### src/hw/spi_sw_pkg.sv
package spi_sw_pkg;

  ////////////////////////////////////////////////////////////////////////////
  // Clock and timing
  localparam int CORE_CLK_MHZ  = 100;  // Core clock rate
  localparam int OPEN_GAP_NS   = 100;  // Least open-to-close gap
  // Least time, rounded up to whole core cycles
  localparam int OPEN_GAP_CYC  = (OPEN_GAP_NS * CORE_CLK_MHZ + 999) / 1000;

  ////////////////////////////////////////////////////////////////////////////
  // Frame layout
  localparam int CMD_BITS      = 16;   // Address-mode command length
  localparam int CRC_BITS      = 8;    // Optional trailing checksum
  localparam int DAISY_BITS    = 8;    // Per-device slice in a chain
  localparam int HDR_BITS      = 8;    // Flag plus address
  localparam int RW_POS        = 15;   // Read flag position in command
  localparam logic [7:0] CRC_POLY = 8'h07;  // x^8+x^2+x+1
  localparam logic [7:0] CRC_INIT = 8'h00;

  ////////////////////////////////////////////////////////////////////////////
  // Register addresses (7-bit)
  localparam logic [6:0] ADDR_SWITCH  = 7'h01;  // Switch data
  localparam logic [6:0] ADDR_ERR_CFG = 7'h02;  // Error check enables
  localparam logic [6:0] ADDR_ERR_FLG = 7'h03;  // Error flags, write 1 clr
  localparam logic [6:0] ADDR_BURST   = 7'h05;  // Burst mode enable
  localparam logic [6:0] ADDR_DAISY   = 7'h06;  // Daisy-chain enable

  ////////////////////////////////////////////////////////////////////////////
  // Field positions and reset values
  localparam int ERR_SCLK_POS  = 0;
  localparam int ERR_ADDR_POS  = 1;
  localparam int ERR_CRC_POS   = 2;
  localparam int MODE_EN_POS   = 0;
  localparam logic [7:0] SWITCH_RST  = 8'h00;  // All switches open
  localparam logic [2:0] ERR_CFG_RST = 3'h3;   // Count, address on
  localparam logic [2:0] ERR_FLG_RST = 3'h0;

  ////////////////////////////////////////////////////////////////////////////
  // Carriers
  typedef struct packed {
    logic       rw;     // 1 = read
    logic [6:0] addr;
    logic [7:0] data;
  } cmd_type;

  typedef struct packed {
    logic crc;
    logic addr;
    logic sclk;
  } err_type;

  typedef struct packed {
    logic sclk;
    logic cs_n;
    logic sdi;
  } pins_type;

  // Checksum over one command, most significant bit first
  function automatic logic [7:0] crc8(input logic [15:0] d);
    logic [7:0] c;
    c = CRC_INIT;
    for (int i = 15; i >= 0; i--) begin
      if (c[7] ^ d[i]) begin
        c = {c[6:0], 1'b0} ^ CRC_POLY;
      end else begin
        c = {c[6:0], 1'b0};
      end
    end
    return c;
  endfunction : crc8

endpackage : spi_sw_pkg

### src/hw/spi_switch_control_port.sv
`timescale 1ns/1ps
// Serial control port with open-before-close switch driver.
// The serial clock is oversampled by the core clock, so the link clock
// must stay below a quarter of the core rate in practice.
module spi_switch_control_port #(
  parameter int N_SW    = 8,                          // Switch count
  parameter int GAP_CYC = spi_sw_pkg::OPEN_GAP_CYC    // Open-to-close gap
) (
  // Core clock and reset (reset comes from the reset/supply pin)
  input  wire logic                i_core_clk,
  input  wire logic                i_resetn,
  // Serial pins
  input  wire logic                i_sclk,
  input  wire logic                i_cs_n,
  input  wire logic                i_sdi,
  output logic                     o_sdo,
  output logic                     o_sdo_oe_n,
  // Switch drives
  output logic [N_SW-1:0]          o_switch_on,
  // Status
  output spi_sw_pkg::err_type      o_err_flags,
  output spi_sw_pkg::err_type      o_err_cfg,
  output logic                     o_burst_mode,
  output logic                     o_daisy_mode,
  output logic                     o_switch_busy
);

  ////////////////////////////////////////////////////////////////////////////
  // Elaboration checks: pattern and gap counter are both 8 bits wide
  if (N_SW < 1 || N_SW > 8) begin : g_bad_n_sw
    $error("N_SW must be 1..8");
  end
  if (GAP_CYC < 1 || GAP_CYC > 255) begin : g_bad_gap
    $error("GAP_CYC must be 1..255");
  end

  ////////////////////////////////////////////////////////////////////////////
  // Pin synchronisation
  spi_sw_pkg::pins_type pins_s;        // Synchronised pins
  spi_sw_pkg::pins_type pins_raw;      // Raw pins
  localparam logic [2:0] PIN_RST = 3'h2;  // Clock low, select idle

  assign pins_raw = '{sclk: i_sclk, cs_n: i_cs_n, sdi: i_sdi};

  sync_bits #(
    .W       (3),
    .RST_VAL (PIN_RST)
  ) u_sync (
    .i_core_clk (i_core_clk),
    .i_resetn   (i_resetn),
    .i_async    (pins_raw),
    .o_sync     (pins_s)
  );

  ////////////////////////////////////////////////////////////////////////////
  // Serial state
  logic        sclk_d_r, sclk_d_nxt;     // Previous synced clock
  logic        cs_d_r,   cs_d_nxt;       // Previous synced select
  logic [4:0]  cnt_r,    cnt_nxt;        // Bits in current command
  logic [1:0]  ncmd_r,   ncmd_nxt;       // Commands in frame, saturates
  logic [23:0] sh_r,     sh_nxt;         // Input shift register
  logic [7:0]  out_r,    out_nxt;        // Output shift register
  logic        sdo_r,    sdo_nxt;        // Serial output bit
  spi_sw_pkg::cmd_type pend_r, pend_nxt; // Address-mode held write
  logic        pend_v_r, pend_v_nxt;
  spi_sw_pkg::err_type cfg_r, cfg_nxt;   // Error check enables
  spi_sw_pkg::err_type flg_r, flg_nxt;   // Sticky error flags
  logic        burst_r,  burst_nxt;
  logic        daisy_r,  daisy_nxt;
  logic [7:0]  tgt_r,    tgt_nxt;        // Commanded switch pattern
  logic        tgt_new;                  // Pulse: new pattern written

  // Edge detection on the second synchroniser stage only
  logic rise;
  logic fall;
  logic cs_fall;
  logic cs_rise;
  logic sel;
  assign sel     = ~pins_s.cs_n;
  assign rise    = sel & pins_s.sclk & ~sclk_d_r;
  assign fall    = sel & ~pins_s.sclk & sclk_d_r;
  assign cs_fall = ~pins_s.cs_n & cs_d_r;
  assign cs_rise = pins_s.cs_n & ~cs_d_r;

  // Command length follows chain mode first, then the checksum enable
  logic [4:0] flen;
  always_comb begin
    if (daisy_r) begin
      flen = 5'(spi_sw_pkg::DAISY_BITS);
    end else if (cfg_r.crc) begin
      flen = 5'(spi_sw_pkg::CMD_BITS + spi_sw_pkg::CRC_BITS);
    end else begin
      flen = 5'(spi_sw_pkg::CMD_BITS);
    end
  end

  // Address map check
  function automatic logic addr_ok(input logic [6:0] a);
    return a == spi_sw_pkg::ADDR_SWITCH  || a == spi_sw_pkg::ADDR_ERR_CFG ||
           a == spi_sw_pkg::ADDR_ERR_FLG || a == spi_sw_pkg::ADDR_BURST   ||
           a == spi_sw_pkg::ADDR_DAISY;
  endfunction : addr_ok

  // Read-back mux; unmapped reads return zero
  function automatic logic [7:0] rd_data(input logic [6:0] a);
    logic [7:0] v;
    v = 8'h00;
    case (a)
      spi_sw_pkg::ADDR_SWITCH:  v = tgt_r;
      spi_sw_pkg::ADDR_ERR_CFG: v = {5'h00, cfg_r};
      spi_sw_pkg::ADDR_ERR_FLG: v = {5'h00, flg_r};
      spi_sw_pkg::ADDR_BURST:   v = {7'h00, burst_r};
      spi_sw_pkg::ADDR_DAISY:   v = {7'h00, daisy_r};
      default:                  v = 8'h00;
    endcase
    return v;
  endfunction : rd_data

  ////////////////////////////////////////////////////////////////////////////
  // Serial decode: next values
  always_comb begin
    spi_sw_pkg::cmd_type cmd;
    spi_sw_pkg::err_type set;
    spi_sw_pkg::err_type clr;
    logic                do_wr;
    logic [4:0]          cnt_inc;
    cmd        = '0;
    set        = '0;
    clr        = '0;
    do_wr      = 1'b0;
    cnt_inc    = cnt_r + 5'h01;
    sclk_d_nxt = pins_s.sclk;
    cs_d_nxt   = pins_s.cs_n;
    cnt_nxt    = cnt_r;
    ncmd_nxt   = ncmd_r;
    sh_nxt     = sh_r;
    out_nxt    = out_r;
    sdo_nxt    = sdo_r;
    pend_nxt   = pend_r;
    pend_v_nxt = pend_v_r;
    cfg_nxt    = cfg_r;
    burst_nxt  = burst_r;
    daisy_nxt  = daisy_r;
    tgt_nxt    = tgt_r;
    tgt_new    = 1'b0;

    if (cs_fall) begin
      // New frame: clear counters and output
      cnt_nxt    = 5'h00;
      ncmd_nxt   = 2'h0;
      out_nxt    = 8'h00;
      sdo_nxt    = 1'b0;
      pend_v_nxt = 1'b0;
    end else if (rise) begin
      // Most significant bit first, flag arrives first
      sh_nxt  = {sh_r[22:0], pins_s.sdi};
      cnt_nxt = cnt_inc;
      if (!daisy_r && cnt_inc == 5'(spi_sw_pkg::HDR_BITS)
          && sh_nxt[spi_sw_pkg::HDR_BITS-1]) begin
        // Read: load data for the coming falling edges
        out_nxt = rd_data(sh_nxt[6:0]);
      end
      if (cnt_inc == flen) begin
        cnt_nxt = 5'h00;
        if (ncmd_r != 2'h3) begin
          ncmd_nxt = ncmd_r + 2'h1;
        end
        if (!daisy_r) begin
          cmd = cfg_r.crc ? sh_nxt[23:8] : sh_nxt[15:0];
          set.crc  = cfg_r.crc &&
                     spi_sw_pkg::crc8(cmd) != sh_nxt[7:0];
          set.addr = cfg_r.addr && !addr_ok(cmd.addr);
          if (!cmd.rw && !set.crc && !set.addr) begin
            if (burst_r) begin
              do_wr = 1'b1;
            end else begin
              pend_nxt   = cmd;
              pend_v_nxt = (ncmd_r == 2'h0);
            end
          end
        end
      end
    end else if (fall) begin
      // Chain passes input on, else read data shifts out
      if (daisy_r) begin
        sdo_nxt = sh_r[spi_sw_pkg::DAISY_BITS-1];
      end else begin
        sdo_nxt = out_r[7];
        out_nxt = {out_r[6:0], 1'b0};
      end
    end else if (cs_rise) begin
      // Frame end: count check, then held write
      set.sclk = cfg_r.sclk && (cnt_r != 5'h00 ||
                 (!burst_r && !daisy_r && ncmd_r != 2'h1));
      if (daisy_r && !set.sclk && ncmd_r != 2'h0) begin
        tgt_nxt = sh_r[7:0];
        tgt_new = 1'b1;
      end
      if (!burst_r && !daisy_r && pend_v_r && !set.sclk) begin
        cmd   = pend_r;
        do_wr = 1'b1;
      end
      pend_v_nxt = 1'b0;
    end

    // Apply one accepted write
    if (do_wr) begin
      case (cmd.addr)
        spi_sw_pkg::ADDR_SWITCH: begin
          tgt_nxt = cmd.data;
          tgt_new = 1'b1;
        end
        spi_sw_pkg::ADDR_ERR_CFG: begin
          cfg_nxt = cmd.data[2:0];
        end
        spi_sw_pkg::ADDR_ERR_FLG: begin
          clr = cmd.data[2:0];
        end
        spi_sw_pkg::ADDR_BURST: begin
          burst_nxt = cmd.data[spi_sw_pkg::MODE_EN_POS];
        end
        spi_sw_pkg::ADDR_DAISY: begin
          daisy_nxt = cmd.data[spi_sw_pkg::MODE_EN_POS];
          // Entry frame holds no chain slice; its end must not latch one
          ncmd_nxt  = 2'h0;
        end
        default: begin
          tgt_nxt = tgt_r;
        end
      endcase
    end

    // Sticky flags, a new error wins over a clear
    flg_nxt = (flg_r & ~clr) | set;
  end

  // Serial decode: registers
  always_ff @(posedge i_core_clk or negedge i_resetn) begin
    if (!i_resetn) begin
      // Hardware reset returns to address mode
      sclk_d_r <= 1'b0;
      cs_d_r   <= 1'b1;
      cnt_r    <= 5'h00;
      ncmd_r   <= 2'h0;
      sh_r     <= 24'h000000;
      out_r    <= 8'h00;
      sdo_r    <= 1'b0;
      pend_r   <= '0;
      pend_v_r <= 1'b0;
      cfg_r    <= spi_sw_pkg::ERR_CFG_RST;
      flg_r    <= spi_sw_pkg::ERR_FLG_RST;
      burst_r  <= 1'b0;
      daisy_r  <= 1'b0;
      tgt_r    <= spi_sw_pkg::SWITCH_RST;
    end else begin
      sclk_d_r <= sclk_d_nxt;
      cs_d_r   <= cs_d_nxt;
      cnt_r    <= cnt_nxt;
      ncmd_r   <= ncmd_nxt;
      sh_r     <= sh_nxt;
      out_r    <= out_nxt;
      sdo_r    <= sdo_nxt;
      pend_r   <= pend_nxt;
      pend_v_r <= pend_v_nxt;
      cfg_r    <= cfg_nxt;
      flg_r    <= flg_nxt;
      burst_r  <= burst_nxt;
      daisy_r  <= daisy_nxt;
      tgt_r    <= tgt_nxt;
    end
  end

  ////////////////////////////////////////////////////////////////////////////
  // Open-before-close sequencer
  typedef enum logic { SW_IDLE, SW_OPENING } sw_state_type;

  sw_state_type    st_r,  st_nxt;
  logic [N_SW-1:0] sw_r,  sw_nxt;       // Switch drives
  logic [7:0]      gap_r, gap_nxt;      // Gap countdown

  // Next values; a new pattern restarts the gap from what stays closed
  always_comb begin
    st_nxt  = st_r;
    sw_nxt  = sw_r;
    gap_nxt = gap_r;
    case (st_r)
      SW_IDLE: begin
        if (tgt_new) begin
          // Opening first avoids shorting two sources
          sw_nxt  = sw_r & tgt_nxt[N_SW-1:0];
          gap_nxt = 8'(GAP_CYC);
          st_nxt  = SW_OPENING;
        end
      end
      SW_OPENING: begin
        if (tgt_new) begin
          sw_nxt  = sw_r & tgt_nxt[N_SW-1:0];
          gap_nxt = 8'(GAP_CYC);
        end else if (gap_r == 8'h01) begin
          sw_nxt = tgt_r[N_SW-1:0];
          st_nxt = SW_IDLE;
        end else begin
          gap_nxt = gap_r - 8'h01;
        end
      end
      default: begin
        st_nxt = SW_IDLE;
      end
    endcase
  end

  // Registers
  always_ff @(posedge i_core_clk or negedge i_resetn) begin
    if (!i_resetn) begin
      st_r  <= SW_IDLE;
      sw_r  <= '0;
      gap_r <= 8'h00;
    end else begin
      st_r  <= st_nxt;
      sw_r  <= sw_nxt;
      gap_r <= gap_nxt;
    end
  end

  ////////////////////////////////////////////////////////////////////////////
  // Outputs
  assign o_sdo         = sdo_r;
  assign o_sdo_oe_n    = ~sel;     // Drive only while selected
  assign o_switch_on   = sw_r;
  assign o_err_flags   = flg_r;
  assign o_err_cfg     = cfg_r;
  assign o_burst_mode  = burst_r;
  assign o_daisy_mode  = daisy_r;
  assign o_switch_busy = (st_r == SW_OPENING);

endmodule : spi_switch_control_port

### src/hw/sync_bits.sv
`timescale 1ns/1ps
// Two-flop synchroniser for a group of independent levels
module sync_bits #(
  parameter int             W       = 1,
  parameter logic [W-1:0]   RST_VAL = '0
) (
  // Clock and reset
  input  wire logic         i_core_clk,
  input  wire logic         i_resetn,
  // Levels
  input  wire logic [W-1:0] i_async,
  output logic      [W-1:0] o_sync
);

  logic [W-1:0] meta_r;  // First stage, read only by second stage

  // Both stages take constants under reset
  always_ff @(posedge i_core_clk or negedge i_resetn) begin
    if (!i_resetn) begin
      meta_r <= RST_VAL;
      o_sync <= RST_VAL;
    end else begin
      meta_r <= i_async;
      o_sync <= meta_r;
    end
  end

endmodule : sync_bits

### config.mk
export PLATFORM = sky130hd
export DESIGN_NAME = spi_switch_control_port
export DESIGN_NICKNAME = d
export VERILOG_FILES = /design/src/hw/spi_sw_pkg.sv /design/src/hw/spi_switch_control_port.sv /design/src/hw/sync_bits.sv
export SDC_FILE = /design/constraint.sdc
export NUM_CORES = 1
export LEC_CHECK = 0
export BUFFER_PORTS_ARGS = -buffer_cell sky130_fd_sc_hd__buf_2
export CORE_AREA = 2 2 98 100
export CTS_CLUSTER_DIAMETER = 100
export DETAILED_ROUTE_END_ITERATION = 8
export DIE_AREA = 0 0 100 102
export GPL_TIMING_DRIVEN = 1
export HOLD_SLACK_MARGIN = 0.15
export PLACE_DENSITY_LB_ADDON = 0.05
export SLEW_MARGIN = 20
export SYNTH_ARGS = -nofsm -noshare
export SYNTH_HDL_FRONTEND = slang
export SYNTH_SLANG_ARGS = --single-unit
export TNS_END_PERCENT = 5
### constraint.sdc
create_clock -name i_core_clk -period 11.9 [get_ports i_core_clk]
set_input_delay 3.57 -clock i_core_clk [delete_from_list [all_inputs] [get_ports i_core_clk]]
set_output_delay 3.57 -clock i_core_clk [all_outputs]
set_load 0.01 [all_outputs]
-- Word level (Yosys, flattened, before mapping)
Cells that the tools add are included.
- flip-flop bits (word level): 96
- bits of input ports: 5
- output and inout bits: 19
- logic and storage cells: 311
- add/subtract/negate cells: 3
- equality and inequality tests: 32
- muxes and demuxes: 161
- bitwise operators: 48
- reductions and logical operators: 43
- operators by type and width (operator ; number):
    $mux 8 ; 81
    $mux 15 ; 7
    $mux 3 ; 19
    $not 3->3 ; 16
    $pmux 8 s2 ; 3
    $eq 7x2->1 const B ; 6
    $eq 7x3->1 const B ; 6
    $pmux 8 s5 ; 1
    $mux 1 ; 34
    $eq 7x1->1 const B ; 3
    $mux 5 ; 4
    $mux 2 ; 9
    $mux 16 ; 1
    $xor 1x1->1 ; 15
    $reduce_and 2->1 ; 7
    $logic_and 1x1->1 ; 13
    $ne 3x1->1 const B ; 4
    $ne 3x2->1 const B ; 4
    $reduce_and 6->1 ; 2
    $and 8x8->8 ; 1
    $eq 8x1->1 const B ; 1
    $ne 8x8->1 ; 1
    $not 1->1 ; 8
    $sub 8x1->8 const B ; 1
    20 further kinds ; 40

-- Logic depth before layout (Yosys ltp)
- word-level depth: 110
- depth in mapped cells: 17
- depth with buffers taken out: 12

-- Cells and area by module
From an unflattened synthesis, not the netlist that was laid out.
- cells, all modules: 628
- area total of the unflattened synthesis: 5726.7 sq um
- by module, submodules not included (module ; times used ; cells an instance ; area each (sq um) ; sequential area each (sq um)):
    spi_switch_control_port ; 1 ; 622 ; 5574.1 ; 2255.9
    sync_bits ; 1 ; 6 ; 152.6 ; 152.6

-- Least setup slack after synthesis
No wires, ideal clock.
- path kind: reg-to-output
- start: reg cfg_r, in the netlist o_err_cfg[0]
- end: out o_err_cfg[0] in the netlist's numbering
- data arrival time: 0.567 ns
- path slack: 7.763 ns
- stages on the path, launching flop included: 1
- buffers on the path: 0
- path through: dfstp_2
- RTL lines (item ; line ; text):
    from (decl) ; spi_switch_control_port.sv:66 ; spi_sw_pkg::err_type cfg_r, cfg_nxt;
    from (signal assigned) ; spi_switch_control_port.sv:250 ; cfg_r <= spi_sw_pkg::ERR_CFG_RST;
    from (signal assigned) ; spi_switch_control_port.sv:265 ; cfg_r <= cfg_nxt;
    to (decl) ; spi_switch_control_port.sv:22 ; output spi_sw_pkg::err_type o_err_cfg,
No word-level cell between the ends.

-- Final worst setup path
- start: reg cfg_r, in the netlist o_err_cfg[2]
- end: out o_err_cfg[2] in the netlist's numbering
No word-level cell between the ends.

==> reports/results.tsv <==
metric	value	unit
register bit total from synthesis	96	
CTS Hold Buffers Added	0	
endpoints failing setup	0	
Synth async-reset ratio	100	%
antenna fix cells	0	
critical path startpoint category	flop	
root buf cell	clkbuf_8	
Reg2Reg Capture Point	o_switch_on[4]$_DFFE_PN0P_	
Starting DRT DRC Count	449	
Final #Nets	673	
Avg Cell Area, Syn	9.10	um^2
MaxCap Viol Count	0	
standard-cell row count	35	
Worst Setup SP	o_err_cfg[2]$_DFFE_PN0P_	
Die W	100	um
Worst path depth	2	
Synth Net Count	676	
DIE AREA	0.0102	mm^2
Worst VDD drop	0.0772	mV
post-DP HPWL	10.2	mm
crit path buf inv count	2	
yosys warns	0	
CTS tree	done	
Critical Path End	o_err_cfg[2]	
Worst EP required	8330	ps
Slew headroom	30.3	%
Max Fanout on Critical Path	49	
power per cell area	109	mW/mm^2
WL final	14.6	mm
overall power	690	uW
via-per-instance ratio	6.30	
GP Congestion	0.903	
post-CTS setup buffers	0	
Final period util	42.4	%
Least-Margin Pin Slew	1040	ps
vias	4888	
CTS max path bufs	2	
First-pass DRT Iterations	6	
Avg WL per Cell	18.8	um
Crit. End Element	primary output	
largest net degree at the start of global routing	65	
Skew-Pair Late Insertion Delay	370	ps
Clock Sinks	96	
kind of critical path	reg -> out	
Post-synth EDFFs	0	
clock skew	14.1	ps
reg2reg path depth	12	
Syn Inst Count	663	
die height	102	um
CP peak stage delay	510	ps
total track usage	30.5	%
first-pass GRT wire length	24.3	mm
Fin. Hold Viols	0	
unrepaired setup endpoints after global routing	no	
total grt overflow	0	
layout cells sized above 1	13.2	%
setup_tns	0	ps
post-layout minimum cycle time	5040	ps
fillers	749	
Starting Density	66.2	%
outcome	complete, no violations	
port bufs	23	
Area Overhead vs Synth	4.83	%
worst reg2reg path startpoint	o_err_cfg[2]$_DFFE_PN0P_	
cell family with most CP delay	buffers and inverters	
core region area	0.00911	mm^2
Antenna Nets Post-Route	0	
Crit path arrival time	1470	ps
post-synthesis sequential area ratio	39.9	%
CP max-delay cell	buf_4	
reg2reg setup slack	7350	ps
clock slew at reported path FFs	100	ps
post_cts resized	0	
H-tree Lvls	3	
Cell Chain, Critical Path	buf_4 -> buf_2	
DRC Markers	0	
Max Freq	0.198	GHz
initial antenna violation count	0	
num ports	24	
Synth cell types	84	
Leak	2.79	nW
most common flop cell mapped by yosys	dfrtp_1	
CTS Buf Count	9	
vias in the first global route	4742	
final slew viol count	0	
HP Class	reg -> reg	
mapped cell area	0.00603	mm^2
[where the power goes]
group          internal (mW)  total (mW)  switching, mW
registers              0.337       0.353         0.0156
clock network          0.120       0.239          0.119
logic                 0.0422      0.0985         0.0563
[worst min-delay path by stage]
stage / end / slack [ps] / depth (start not counted) / from
after global placement: u_sync.o_sync[2]$_DFF_PN0_ / 330 / 0 / u_sync.meta_r[2]$_DFF_PN0_
after detailed placement: u_sync.o_sync[0]$_DFF_PN0_ / 340 / 0 / u_sync.meta_r[0]$_DFF_PN0_
final: u_sync.o_sync[2]$_DFF_PN0_ / 360 / 0 / u_sync.meta_r[2]$_DFF_PN0_
after global routing: u_sync.o_sync[1]$_DFF_PN1_ / 370 / 0 / u_sync.meta_r[1]$_DFF_PN1_
after CTS: u_sync.o_sync[0]$_DFF_PN0_ / 360 / 0 / u_sync.meta_r[0]$_DFF_PN0_
after floorplan: u_sync.o_sync[0]$_DFF_PN0_ / 330 / 0 / u_sync.meta_r[0]$_DFF_PN0_
[worst reg2reg max path, cell delays in order, from the launching register on]
cell and delay, ps:
dfrtp_2 350, buf_4 510, mux2i_1 480, ha_1 340, xnor2_1 300, xnor3_1 300, or2_0 210, mux2i_1 140
and4b_4 310, o21ai_4 110, o21ai_1 770, nor2_2 230, a311o_1 380
[cell type report]
type	instances	area [um^2]	area share (%)
Clock buffer	10	128	2.02
Timing Repair Buffer	27	148	2.33
Tap cell	111	139	2.20
Sequential cell	96	2410	38.1
Clock inverter	6	92.6	1.46
Multi-Input combinational cell	499	3310	52.3
Inverter	27	101	1.60
[cell usage after synthesis, types with 3 or more instances]
master     number  area, um^2
mux2_1          6        67.6
mux2i_1        21         210
inv_1          27         101
xor2_1         19         166
nor4_1          5        31.3
ha_1            8         100
a32oi_1         3        26.3
xnor2_1        36         315
a21oi_1        24         120
o2111ai_1       7        61.3
a22o_1          4        35.0
buf_2          14        70.1
buf_6           3        33.8
nor2b_1         6        37.5
dfstp_2         5         131
o21ai_0        31         155
clkbuf_1       14        52.6
o21ai_1        13        65.1
nand2_1       124         465
nor3_1          7        35.0
a22oi_1        12        90.1
nand2b_1        5        31.3
mux2_2         10         113
nor2_1         43         161
or3_1           3        18.8
o21a_1          3        22.5
or2_2           5        31.3
buf_4           4        30.0
nand3_1        16        80.1
and3_1          4        25.0
o211ai_1       18         135
dfrtp_1        91        2280
buf_1           3        11.3
and2_1          3        18.8
[cell usage in the layout, fill, tap and decap left out, types with 3 or more instances in the layout]
| cell type | netlist | layout |
|---|---|---|
| nor2b_1 | 6 | 6 |
| nand2_1 | 124 | 124 |
| o21a_1 | 3 | 3 |
| or3_1 | 3 | 3 |
| o2111ai_1 | 7 | 7 |
| a22o_1 | 4 | 4 |
| o21ai_1 | 13 | 13 |
| a21oi_1 | 24 | 24 |
| inv_1 | 27 | 27 |
| nand3_1 | 16 | 16 |
| and2_1 | 3 | 3 |
| nor2_1 | 43 | 43 |
| o211ai_1 | 18 | 18 |
| or2_2 | 5 | 5 |
| buf_2 | 14 | 22 |
| buf_4 | 4 | 5 |
| dfstp_2 | 5 | 5 |
| mux2_2 | 10 | 10 |
| dfrtp_1 | 91 | 90 |
| mux2i_1 | 21 | 21 |
| nand2b_1 | 5 | 5 |
| and3_1 | 4 | 4 |
| ha_1 | 8 | 8 |
| o21ai_0 | 31 | 31 |
| a32oi_1 | 3 | 3 |
| nor4_1 | 5 | 5 |
| xnor2_1 | 36 | 36 |
| clkbuf_8 | 2 | 9 |
| a22oi_1 | 12 | 12 |
| nor3_1 | 7 | 7 |
| xor2_1 | 19 | 19 |
| mux2_1 | 6 | 6 |
[through the flow]
stage                     std cells  cell area, um^2  utilization, %  hold slack [ps]  setup slack (ps)
after CTS                       776             6320            69.4              359              6840
final                           776             6320            69.4              356              6860
after global routing            776             6320            69.4              366              6780
after detailed placement        760             6100            66.9              336              7110
after global placement          760             6100            66.9              332              7130
after floorplan                 663             6030               -              331              7760
[flip-flops by register name (all words and copies together) (netlist names), 2 cells and up]
name,cells
cnt_r,5
gap_r,8
ncmd_r,2
o_err_cfg,3
o_err_flags,3
o_switch_on,8
out_r,8
pend_r,15
sh_r,23
tgt_r,8
u_sync.meta_r,3
u_sync.o_sync,3
[logic make-up after synthesis]
group / Yosys count / synth area share, %
muxes: 40 / 7.30
xor gates and xnor gates: 58 / 9.12
buffers and inverters: 68 / 5.50
AOI/OAI and AO/OA: 150 / 17.8
and+or+nand+nor: 243 / 18.7
DFF: 96 / 39.9
adders and majority gates: 8 / 1.66
[layer usage]
metal | GRT usage [%] | share of wire [%]
met3 | 4.45 | 6.5
met2 | 47.9 | 46
met4 | 10.6 | 2.4
met1 | 43.8 | 45
met5 | 0 | 0
No activity file was read; power rests on OpenSTA's default activity.
